$ cat src/shared/cfio_defines.vh
// Constants shared by the configurable pad cell ring and its startup sequencer.
// Assumes inclusion by bare name from design files; definitions only.
`ifndef CFIO_DEFINES_VH
`define CFIO_DEFINES_VH

// ----------------------------------------------------------------------
// Die geometry
// ----------------------------------------------------------------------
`define CFIO_NUM_EDGES 4
`define CFIO_LINES_PER_EDGE 2
`define CFIO_CELLS_PER_EDGE 8

// ----------------------------------------------------------------------
// Output buffer tristate modes
// ----------------------------------------------------------------------
`define CFIO_TS_ON 2'h0
`define CFIO_TS_OFF 2'h1
`define CFIO_TS_PIN 2'h2

// ----------------------------------------------------------------------
// Timing
// ----------------------------------------------------------------------
`define CFIO_CLK_NS 20
`define CFIO_SETTLE_NS 1000
`define CFIO_SETTLE_CYC ((`CFIO_SETTLE_NS + `CFIO_CLK_NS - 1) / `CFIO_CLK_NS)
`define CFIO_CNT_W 12

// ----------------------------------------------------------------------
// Startup states, one-hot
// ----------------------------------------------------------------------
`define CFIO_ST_CONFIG 3'h1
`define CFIO_ST_SETTLE 3'h2
`define CFIO_ST_USER 3'h4

`endif

$ cat src/core/cfio_startup.v
// Startup sequencer: tracks configuration and opens the soft startup window.
// Assumes i_cfg_busy is synchronous to i_clk and high while configuring.
`timescale 1ns/1ns
`include "cfio_defines.vh"

module cfio_startup #(
   parameter SETTLE_CYC = `CFIO_SETTLE_CYC
) (
   // Clock, reset, enable
   input wire i_clk,
   input wire i_rstn,
   input wire i_ce,
   // Configuration status
   input wire i_cfg_busy,
   // Sequencer outputs
   output reg o_user_mode,
   output reg o_start,
   output reg o_soft_window
);

   // ----------------------------------------------------------------------
   // State machine
   // ----------------------------------------------------------------------
   localparam [2:0] ST_CONFIG = `CFIO_ST_CONFIG;
   localparam [2:0] ST_SETTLE = `CFIO_ST_SETTLE;
   localparam [2:0] ST_USER = `CFIO_ST_USER;
   localparam integer SETTLE_LAST = SETTLE_CYC - 1;

   reg [2:0] state_q;
   reg [2:0] state_d;
   reg [`CFIO_CNT_W-1:0] cnt_q;

   always @* begin
      state_d = state_q;
      case (state_q)
         ST_CONFIG: begin
            if (!i_cfg_busy) state_d = ST_SETTLE;
         end
         ST_SETTLE: begin
            if (i_cfg_busy) state_d = ST_CONFIG;
            else if (cnt_q == SETTLE_LAST[`CFIO_CNT_W-1:0]) state_d = ST_USER;
         end
         ST_USER: begin
            if (i_cfg_busy) state_d = ST_CONFIG;
         end
         default: begin
            state_d = ST_CONFIG;
         end
      endcase
   end

   // Settle window counts from entry into user mode, during which the first
   // activation of every output stays slew limited.
   always @(posedge i_clk or negedge i_rstn) begin
      if (!i_rstn) begin
         state_q <= ST_CONFIG;
         cnt_q <= {`CFIO_CNT_W{1'b0}};
         o_user_mode <= 1'b0;
         o_start <= 1'b0;
         o_soft_window <= 1'b0;
      end else if (i_ce) begin
         state_q <= state_d;
         if (state_q == ST_SETTLE)
            cnt_q <= cnt_q + 1'b1;
         else
            cnt_q <= {`CFIO_CNT_W{1'b0}};
         o_user_mode <= (state_d != ST_CONFIG);
         o_start <= (state_q == ST_CONFIG) && (state_d == ST_SETTLE);
         o_soft_window <= (state_d == ST_SETTLE);
      end
   end

endmodule

$ cat src/core/cfio_pad_ring.v
// Ring of configurable pad cells between package pins and the logic tiles.
// Assumes pins, clock lines and configuration bits are synchronous to i_clk;
// the pin wire level is resolved outside from o_pad_out and o_pad_oe.
//
// How it works
// - Input storage selectable as flip-flop or latch
// - Two clock lines per edge, polarity per line
// - Rising setting makes latches transparent while low
// - Storage cleared during configuration and chip reset
// - Direct and stored inputs offered together
// - Tristate one disables buffer, zero drives
// - Buffer forced on, forced off, or pin controlled
// - One bit inverts tristate sense per cell
// - One bit inverts output data per cell
// - Output direct or rising-edge registered
// - Output register clock from either edge line
// - Per output fast or slew limited transitions
// - First activation after configuration slew limited
// - Weak pull-up default on, inputs only
`timescale 1ns/1ns
`include "cfio_defines.vh"

module cfio_pad_ring #(
   parameter NUM_EDGES = `CFIO_NUM_EDGES,
   parameter LINES_PER_EDGE = `CFIO_LINES_PER_EDGE,
   parameter CELLS_PER_EDGE = `CFIO_CELLS_PER_EDGE,
   parameter SETTLE_CYC = `CFIO_SETTLE_CYC
) (
   // Clock, reset, enable
   input wire i_clk,
   input wire i_rstn,
   input wire i_ce,
   // Configuration status
   input wire i_cfg_busy,
   // Edge clock lines and their polarity bits
   input wire [NUM_EDGES*LINES_PER_EDGE-1:0] i_clk_line,
   input wire [NUM_EDGES*LINES_PER_EDGE-1:0] i_clk_line_inv,
   // Per cell configuration
   input wire [NUM_EDGES*CELLS_PER_EDGE-1:0] i_in_latch,
   input wire [NUM_EDGES*CELLS_PER_EDGE-1:0] i_in_clk_sel,
   input wire [NUM_EDGES*CELLS_PER_EDGE-1:0] i_out_reg,
   input wire [NUM_EDGES*CELLS_PER_EDGE-1:0] i_out_clk_sel,
   input wire [NUM_EDGES*CELLS_PER_EDGE-1:0] i_out_inv,
   input wire [2*NUM_EDGES*CELLS_PER_EDGE-1:0] i_ts_mode,
   input wire [NUM_EDGES*CELLS_PER_EDGE-1:0] i_ts_inv,
   input wire [NUM_EDGES*CELLS_PER_EDGE-1:0] i_fast,
   input wire [NUM_EDGES*CELLS_PER_EDGE-1:0] i_pullup,
   // Logic tile side
   input wire [NUM_EDGES*CELLS_PER_EDGE-1:0] i_dout,
   input wire [NUM_EDGES*CELLS_PER_EDGE-1:0] i_tctl,
   output wire [NUM_EDGES*CELLS_PER_EDGE-1:0] o_in_direct,
   output wire [NUM_EDGES*CELLS_PER_EDGE-1:0] o_in_stored,
   // Pin side
   input wire [NUM_EDGES*CELLS_PER_EDGE-1:0] i_pad_in,
   output wire [NUM_EDGES*CELLS_PER_EDGE-1:0] o_pad_out,
   output wire [NUM_EDGES*CELLS_PER_EDGE-1:0] o_pad_oe,
   output wire [NUM_EDGES*CELLS_PER_EDGE-1:0] o_fast_slew,
   output wire [NUM_EDGES*CELLS_PER_EDGE-1:0] o_pullup_en,
   // Status
   output wire o_user_mode
);

   localparam NUM_LINES = NUM_EDGES * LINES_PER_EDGE;
   localparam NUM_CELLS = NUM_EDGES * CELLS_PER_EDGE;

   // ----------------------------------------------------------------------
   // Startup sequencing
   // ----------------------------------------------------------------------
   wire user_mode;
   wire start_pulse;
   wire soft_window;

   cfio_startup #(
      .SETTLE_CYC(SETTLE_CYC)
   ) u_startup (
      .i_clk(i_clk),
      .i_rstn(i_rstn),
      .i_ce(i_ce),
      .i_cfg_busy(i_cfg_busy),
      .o_user_mode(user_mode),
      .o_start(start_pulse),
      .o_soft_window(soft_window)
   );

   assign o_user_mode = user_mode;

   // ----------------------------------------------------------------------
   // Edge clock lines
   // ----------------------------------------------------------------------
   // Polarity belongs to the line, so every cell on a line sees one sense.
   // Lines are sampled levels: each level must stand for a full i_clk period.
   wire [NUM_LINES-1:0] line_eff;
   wire [NUM_LINES-1:0] line_rise;

   genvar l;
   generate
      for (l = 0; l < NUM_LINES; l = l + 1) begin : g_line
         reg prev_q;
         reg seen_q;
         assign line_eff[l] = i_clk_line[l] ^ i_clk_line_inv[l];
         // No edge counts until one sample after reset, so a line that is
         // already high when reset lifts does not clock the storage
         assign line_rise[l] = line_eff[l] & ~prev_q & seen_q;
         always @(posedge i_clk or negedge i_rstn) begin
            if (!i_rstn) begin
               prev_q <= 1'b0;
               seen_q <= 1'b0;
            end else if (i_ce) begin
               prev_q <= line_eff[l];
               seen_q <= 1'b1;
            end
         end
      end
   endgenerate

   // ----------------------------------------------------------------------
   // Pad cells
   // ----------------------------------------------------------------------
   genvar k;
   generate
      for (k = 0; k < NUM_CELLS; k = k + 1) begin : g_cell
         localparam EDGE = k / CELLS_PER_EDGE;

         reg in_q;
         reg oreg_q;
         reg dir_q;
         reg dout_q;
         reg oe_q;
         reg fast_q;
         reg pu_q;
         reg soft_q;
         reg t_eff;

         wire in_line;
         wire in_rise;
         wire out_rise;
         wire data_src;
         wire data_val;
         wire drive_ok;

         // Each cell picks one of the lines that run along its own edge
         assign in_line = line_eff[EDGE*LINES_PER_EDGE + i_in_clk_sel[k]];
         assign in_rise = line_rise[EDGE*LINES_PER_EDGE + i_in_clk_sel[k]];
         assign out_rise = line_rise[EDGE*LINES_PER_EDGE + i_out_clk_sel[k]];

         // ----------------------------------------------------------------
         // Output data and buffer control
         // ----------------------------------------------------------------
         assign data_src = i_out_reg[k] ? oreg_q : i_dout[k];
         assign data_val = data_src ^ i_out_inv[k];

         // A logic one on the effective control turns the buffer off
         always @* begin
            t_eff = 1'b1;
            case (i_ts_mode[2*k+1:2*k])
               `CFIO_TS_ON: t_eff = 1'b0;
               `CFIO_TS_OFF: t_eff = 1'b1;
               `CFIO_TS_PIN: t_eff = i_tctl[k] ^ i_ts_inv[k];
               default: t_eff = 1'b1;
            endcase
         end

         // ----------------------------------------------------------------
         // Storage elements
         // ----------------------------------------------------------------
         always @(posedge i_clk or negedge i_rstn) begin
            if (!i_rstn) begin
               in_q <= 1'b0;
               oreg_q <= 1'b0;
            end else if (i_ce) begin
               if (i_cfg_busy) begin
                  in_q <= 1'b0;
                  oreg_q <= 1'b0;
               end else begin
                  // Latch is open while the effective line is low
                  if (i_in_latch[k]) begin
                     if (!in_line) in_q <= i_pad_in[k];
                  end else if (in_rise) begin
                     in_q <= i_pad_in[k];
                  end
                  if (out_rise) oreg_q <= i_dout[k];
               end
            end
         end

         // Busy must drop the drive in its first cycle, while user mode is
         // still high, or the buffer and fast slew would linger one clock.
         assign drive_ok = user_mode & ~i_cfg_busy;

         // ----------------------------------------------------------------
         // Pin drive, slew and pull-up; outputs stay off until user mode
         // ----------------------------------------------------------------
         always @(posedge i_clk or negedge i_rstn) begin
            if (!i_rstn) begin
               dir_q <= 1'b0;
               dout_q <= 1'b0;
               oe_q <= 1'b0;
               fast_q <= 1'b0;
               pu_q <= 1'b1;
               soft_q <= 1'b1;
            end else if (i_ce) begin
               dir_q <= i_pad_in[k];
               dout_q <= data_val;
               // Forced-on mode too waits for user mode
               oe_q <= drive_ok & ~t_eff;
               // Soft flag holds until the window closes with the buffer on
               if (i_cfg_busy || start_pulse)
                  soft_q <= 1'b1;
               else if (oe_q && !soft_window)
                  soft_q <= 1'b0;
               fast_q <= drive_ok & i_fast[k] & ~soft_q & ~soft_window;
               // Pull-up may only act while the buffer is off
               if (!drive_ok)
                  pu_q <= 1'b1;
               else
                  pu_q <= i_pullup[k] & t_eff;
            end
         end

         assign o_in_direct[k] = dir_q;
         assign o_in_stored[k] = in_q;
         assign o_pad_out[k] = dout_q;
         assign o_pad_oe[k] = oe_q;
         assign o_fast_slew[k] = fast_q;
         assign o_pullup_en[k] = pu_q;
      end
   endgenerate

endmodule

$ cat config.mk
export PLATFORM = sky130hd
export DESIGN_NAME = cfio_pad_ring
export DESIGN_NICKNAME = d
export VERILOG_FILES = /design/src/core/cfio_startup.v /design/src/core/cfio_pad_ring.v
export VERILOG_INCLUDE_DIRS = /design/src /design/src/shared
export SDC_FILE = /design/constraint.sdc
export NUM_CORES = 1
export LEC_CHECK = 0
export BUFFER_PORTS_ARGS = -buffer_cell sky130_fd_sc_hd__buf_2
export CORE_AREA = 10 10 237 239
export CTS_BUF_LIST = sky130_fd_sc_hd__clkbuf_8
export DETAILED_ROUTE_END_ITERATION = 7
export DIE_AREA = 0 0 247 249
export SYNTH_ARGS = -nofsm -noshare
export SYNTH_HDL_FRONTEND = slang
export SYNTH_SLANG_ARGS = --single-unit
$ cat constraint.sdc
create_clock -name i_clk -period 3.3 [get_ports i_clk]
set_input_delay 0.165 -clock i_clk [delete_from_list [all_inputs] [get_ports i_clk]]
set_output_delay 0.165 -clock i_clk [all_outputs]
set_load 0.01 [all_outputs]
==> flow_summary.json <==
{
  "status": "complete, no violations",
  "cts-buffers-inserted": 56,
  "grt_max_degree": 136,
  "finalCriticalPeriod_ns": 3.06,
  "synth_edf_count": 0,
  "cts_tree": "done",
  "fill_cells": 4707,
  "dp_hpwl_mm": 50.0,
  "max_freq_mhz": 327,
  "core_sq_um": 51200,
  "htree_levels": 2,
  "pwr_density_cell_nw_per_um2": 459,
  "start_util_pct": 32.8,
  "drive_above_1_share_pct": 33.5,
  "crit_family": "buffers and inverters",
  "power.leakage_nw": 11.3,
  "gp_congestion": 0.940,
  "finalSetupViolCount": 0,
  "power_w": 0.0110,
  "grt_pass1_vias": 17600,
  "cp-end-kind": "flip-flop",
  "clock_path_buffers": 3,
  "drv_cap": 0,
  "drc": 0,
  "drt_iter0_drc": 770,
  "irDropWorstVdd_uv": 272,
  "io_buffers": 628,
  "clockRootBuffer": "clkbuf_8",
  "synthFlopType": "dfrtp_1",
  "syn_to_final_growth_pct": 42.7,
  "rsz0062_at_grt": "no",
  "cpPeakStageDelay_ns": 0.61,
  "yosys-top-cells-area": "dfrtp_1 33%, dfstp_2 10%, buf_4 8.7%",
  "cts_sinks": 283,
  "crit_arrival_ns": 3.63,
  "grt_pass1_wl_mm": 106,
  "routedWlPerCell_um": 21.4,
  "antenna_found_initial": 13,
  "slew_headroom_pct": 29.6,
  "finalHoldViolCount": 0,
  "synth_cell_types": 58,
  "synth_top_cell_area_share_pct": 32.5,
  "yosys_warnings": 0,
  "ant_nets": 0,
  "synth-async-reset-ratio_pct": 100,
  "multi_input_comb_area_sq_um": 7550,
  "synth.most_common_cell": "nand2_1",
  "worstPathMaxFanout": 49,
  "fin_nets": 2980,
  "clock_latency_ns": 0.63,
  "seqCellArea_sq_um": 7160,
  "core.rowCount": 83,
  "die_x_um": 247,
  "required_ns": 3.87,
  "tns_ns": 0,
  "synth_top_cell_by_area": "dfrtp_1",
  "syn_nets": 2196,
  "worst_pin_slew_ns": 1.05,
  "start_kind": "input port",
  "worstSetupPathType": "input port to flip-flop",
  "dieArea_sq_um": 61500,
  "path_buf_inv": 5,
  "cpMaxStageDelayCell": "dlygate4sd3_1",
  "viasPerCell": 5.01,
  "fin_area_sq_um": 23900,
  "num_vias": 16400,
  "synth_area_per_cell_sq_um": 9.54,
  "dr.pass1.iters": 6,
  "netlist_instances": 1758,
  "fin_skew_ns": 0.0182,
  "ys_top_cells_by_count": "232 x nand2_1, 218 x dfrtp_1, 194 x buf_4",
  "grt_usage_pct": 21.8,
  "fin_crit_sh_pct": 92.8,
  "synth-seq-cells": 283,
  "io_pins": 629,
  "slew_violations": 0,
  "die_h_um": 249,
  "path_clk_slew_ns": 0.06,
  "cts_setup_buffers": 0,
  "placed_cell_area_sq_um": 19100,
  "grt-ovfl-total": 0,
  "wl_mm": 70.2,
  "crit_chain": "dlygate4sd3_1, buf_6, inv_4, nor2_2, o2111ai_1, dlygate4sd3_1, o311ai_1, dlygate4sd3_1",
  "cp_common_cell": "dlygate4sd3_1",
  "min_path_type": "input port to flip-flop",
  "syn_area_sq_um": 16800,
  "yosysSeqAreaShare_pct": 42.7
}
[final cells by class]
| class | count | share of cell area [%] |
|---|---|---|
| multi-input cells | 1136 | 31.5 |
| flip-flops and latches | 283 | 29.9 |
| repair buffers | 994 | 28.7 |
| clock buffers | 68 | 3.91 |
| well taps | 680 | 3.55 |
| clock inverters | 36 | 1.20 |
| inverters | 71 | 1.12 |
| diodes | 8 | 0.0836 |
[routing by layer]
metal	track usage (%)	vias up	part of all wire, %	wire length, um
li1	-	7618	-	-
met1	24.6	7953	38	26800
met2	38.2	691	50	35100
met3	6.62	139	8.5	5980
met4	7.71	14	3.2	2240
met5	0	-	0.11	78
[power by group]
group	leakage, nW	switching (W)	internal (W)
Clock	0.698	0.00168	0.00225
Sequential	3.51	0.000294	0.00393
Combinational	7.13	0.00145	0.00138
[what timing repair did]
item | CTS | global route
resized for setup | 0 | 4
setup endpoints to repair | 0 | 8
endpoints found under the hold margin | 299 | 0
hold buffers | 354 | 0
[registers in the layout, indices dropped and copies added (netlist names)]
register / cells
g_cell.dir_q: 32
g_cell.dout_q: 32
g_cell.fast_q: 32
g_cell.in_q: 32
g_cell.oe_q: 32
g_cell.oreg_q: 32
g_cell.pu_q: 32
g_cell.soft_q: 32
u_startup.cnt_q: 12
g_line.prev_q: 8
u_startup.state_q: 3
g_line.seen_q: 1
u_startup.o_soft_window: 1
u_startup.o_start: 1
u_startup.o_user_mode: 1
[worst reg2reg max path, stage by stage (launching register included)]
cell           delay, ns
dfrtp_1             0.51
nand2b_1            0.46
nor2_4              0.53
o2111ai_1           0.17
dlygate4sd3_1       0.61
o311ai_1            0.09
dlygate4sd3_1       0.60
[cells by family after synthesis]
group	synth area share (%)
multiplexers	4.12
adder cells (fa/ha/maj)	0.149
AND/OR/NAND/NOR	15.2
AO/OA/AOI/OAI	20.0
XOR/XNOR	5.31
buffers and inverters	12.5
flip-flops	42.7
[layout by cell type (no fill, tap or decap), types with 33 or more instances in the layout]
cell type / netlist / layout
buf_2: 12 / 625
inv_1: 69 / 89
nor4_1: 34 / 34
clkbuf_8: 2 / 68
o21ai_0: 68 / 68
dfrtp_1: 218 / 218
a21oi_1: 44 / 44
xnor2_1: 36 / 36
dlygate4sd3_1: 0 / 354
xor2_1: 36 / 36
nand2b_1: 65 / 65
mux2i_1: 33 / 33
nand2_1: 232 / 232
nor2b_1: 47 / 46
dfstp_2: 65 / 65
o2bb2ai_1: 64 / 64
nor2_1: 118 / 117
[stage by stage]
step                hold WS [ns]  setup WS [ns]  cells  utilization (%)
detailed placement         0.297          0.968   2810             37.4
finish                    0.0775          0.238   3276             46.7
global route              0.0400         0.0272   3272             46.7
global placement           0.286           1.04   2810             37.4
floorplan                 -0.131           1.78   1758                -
CTS                      0.00143         0.0164   3268             46.7
[path summary, 6_finish.rpt]
kind	start	endpoint	slack (ns)	cells past startpoint
setup / recovery	i_ce	g_cell[18].oreg_q	0.24	8
hold / removal	i_in_clk_sel[17]	g_cell[17].in_q	0.08	4
setup reg to reg	g_line[7].seen_q	g_cell[6].oreg_q	0.25	6
hold reg to reg	g_cell[27].soft_q	g_cell[27].soft_q	0.45	2
max in group asynchronous	i_rstn	g_cell[13].oreg_q	2.19	3
min in group asynchronous	i_rstn	g_cell[8].fast_q	0.19	2
(Power assumes the default switching activity.)
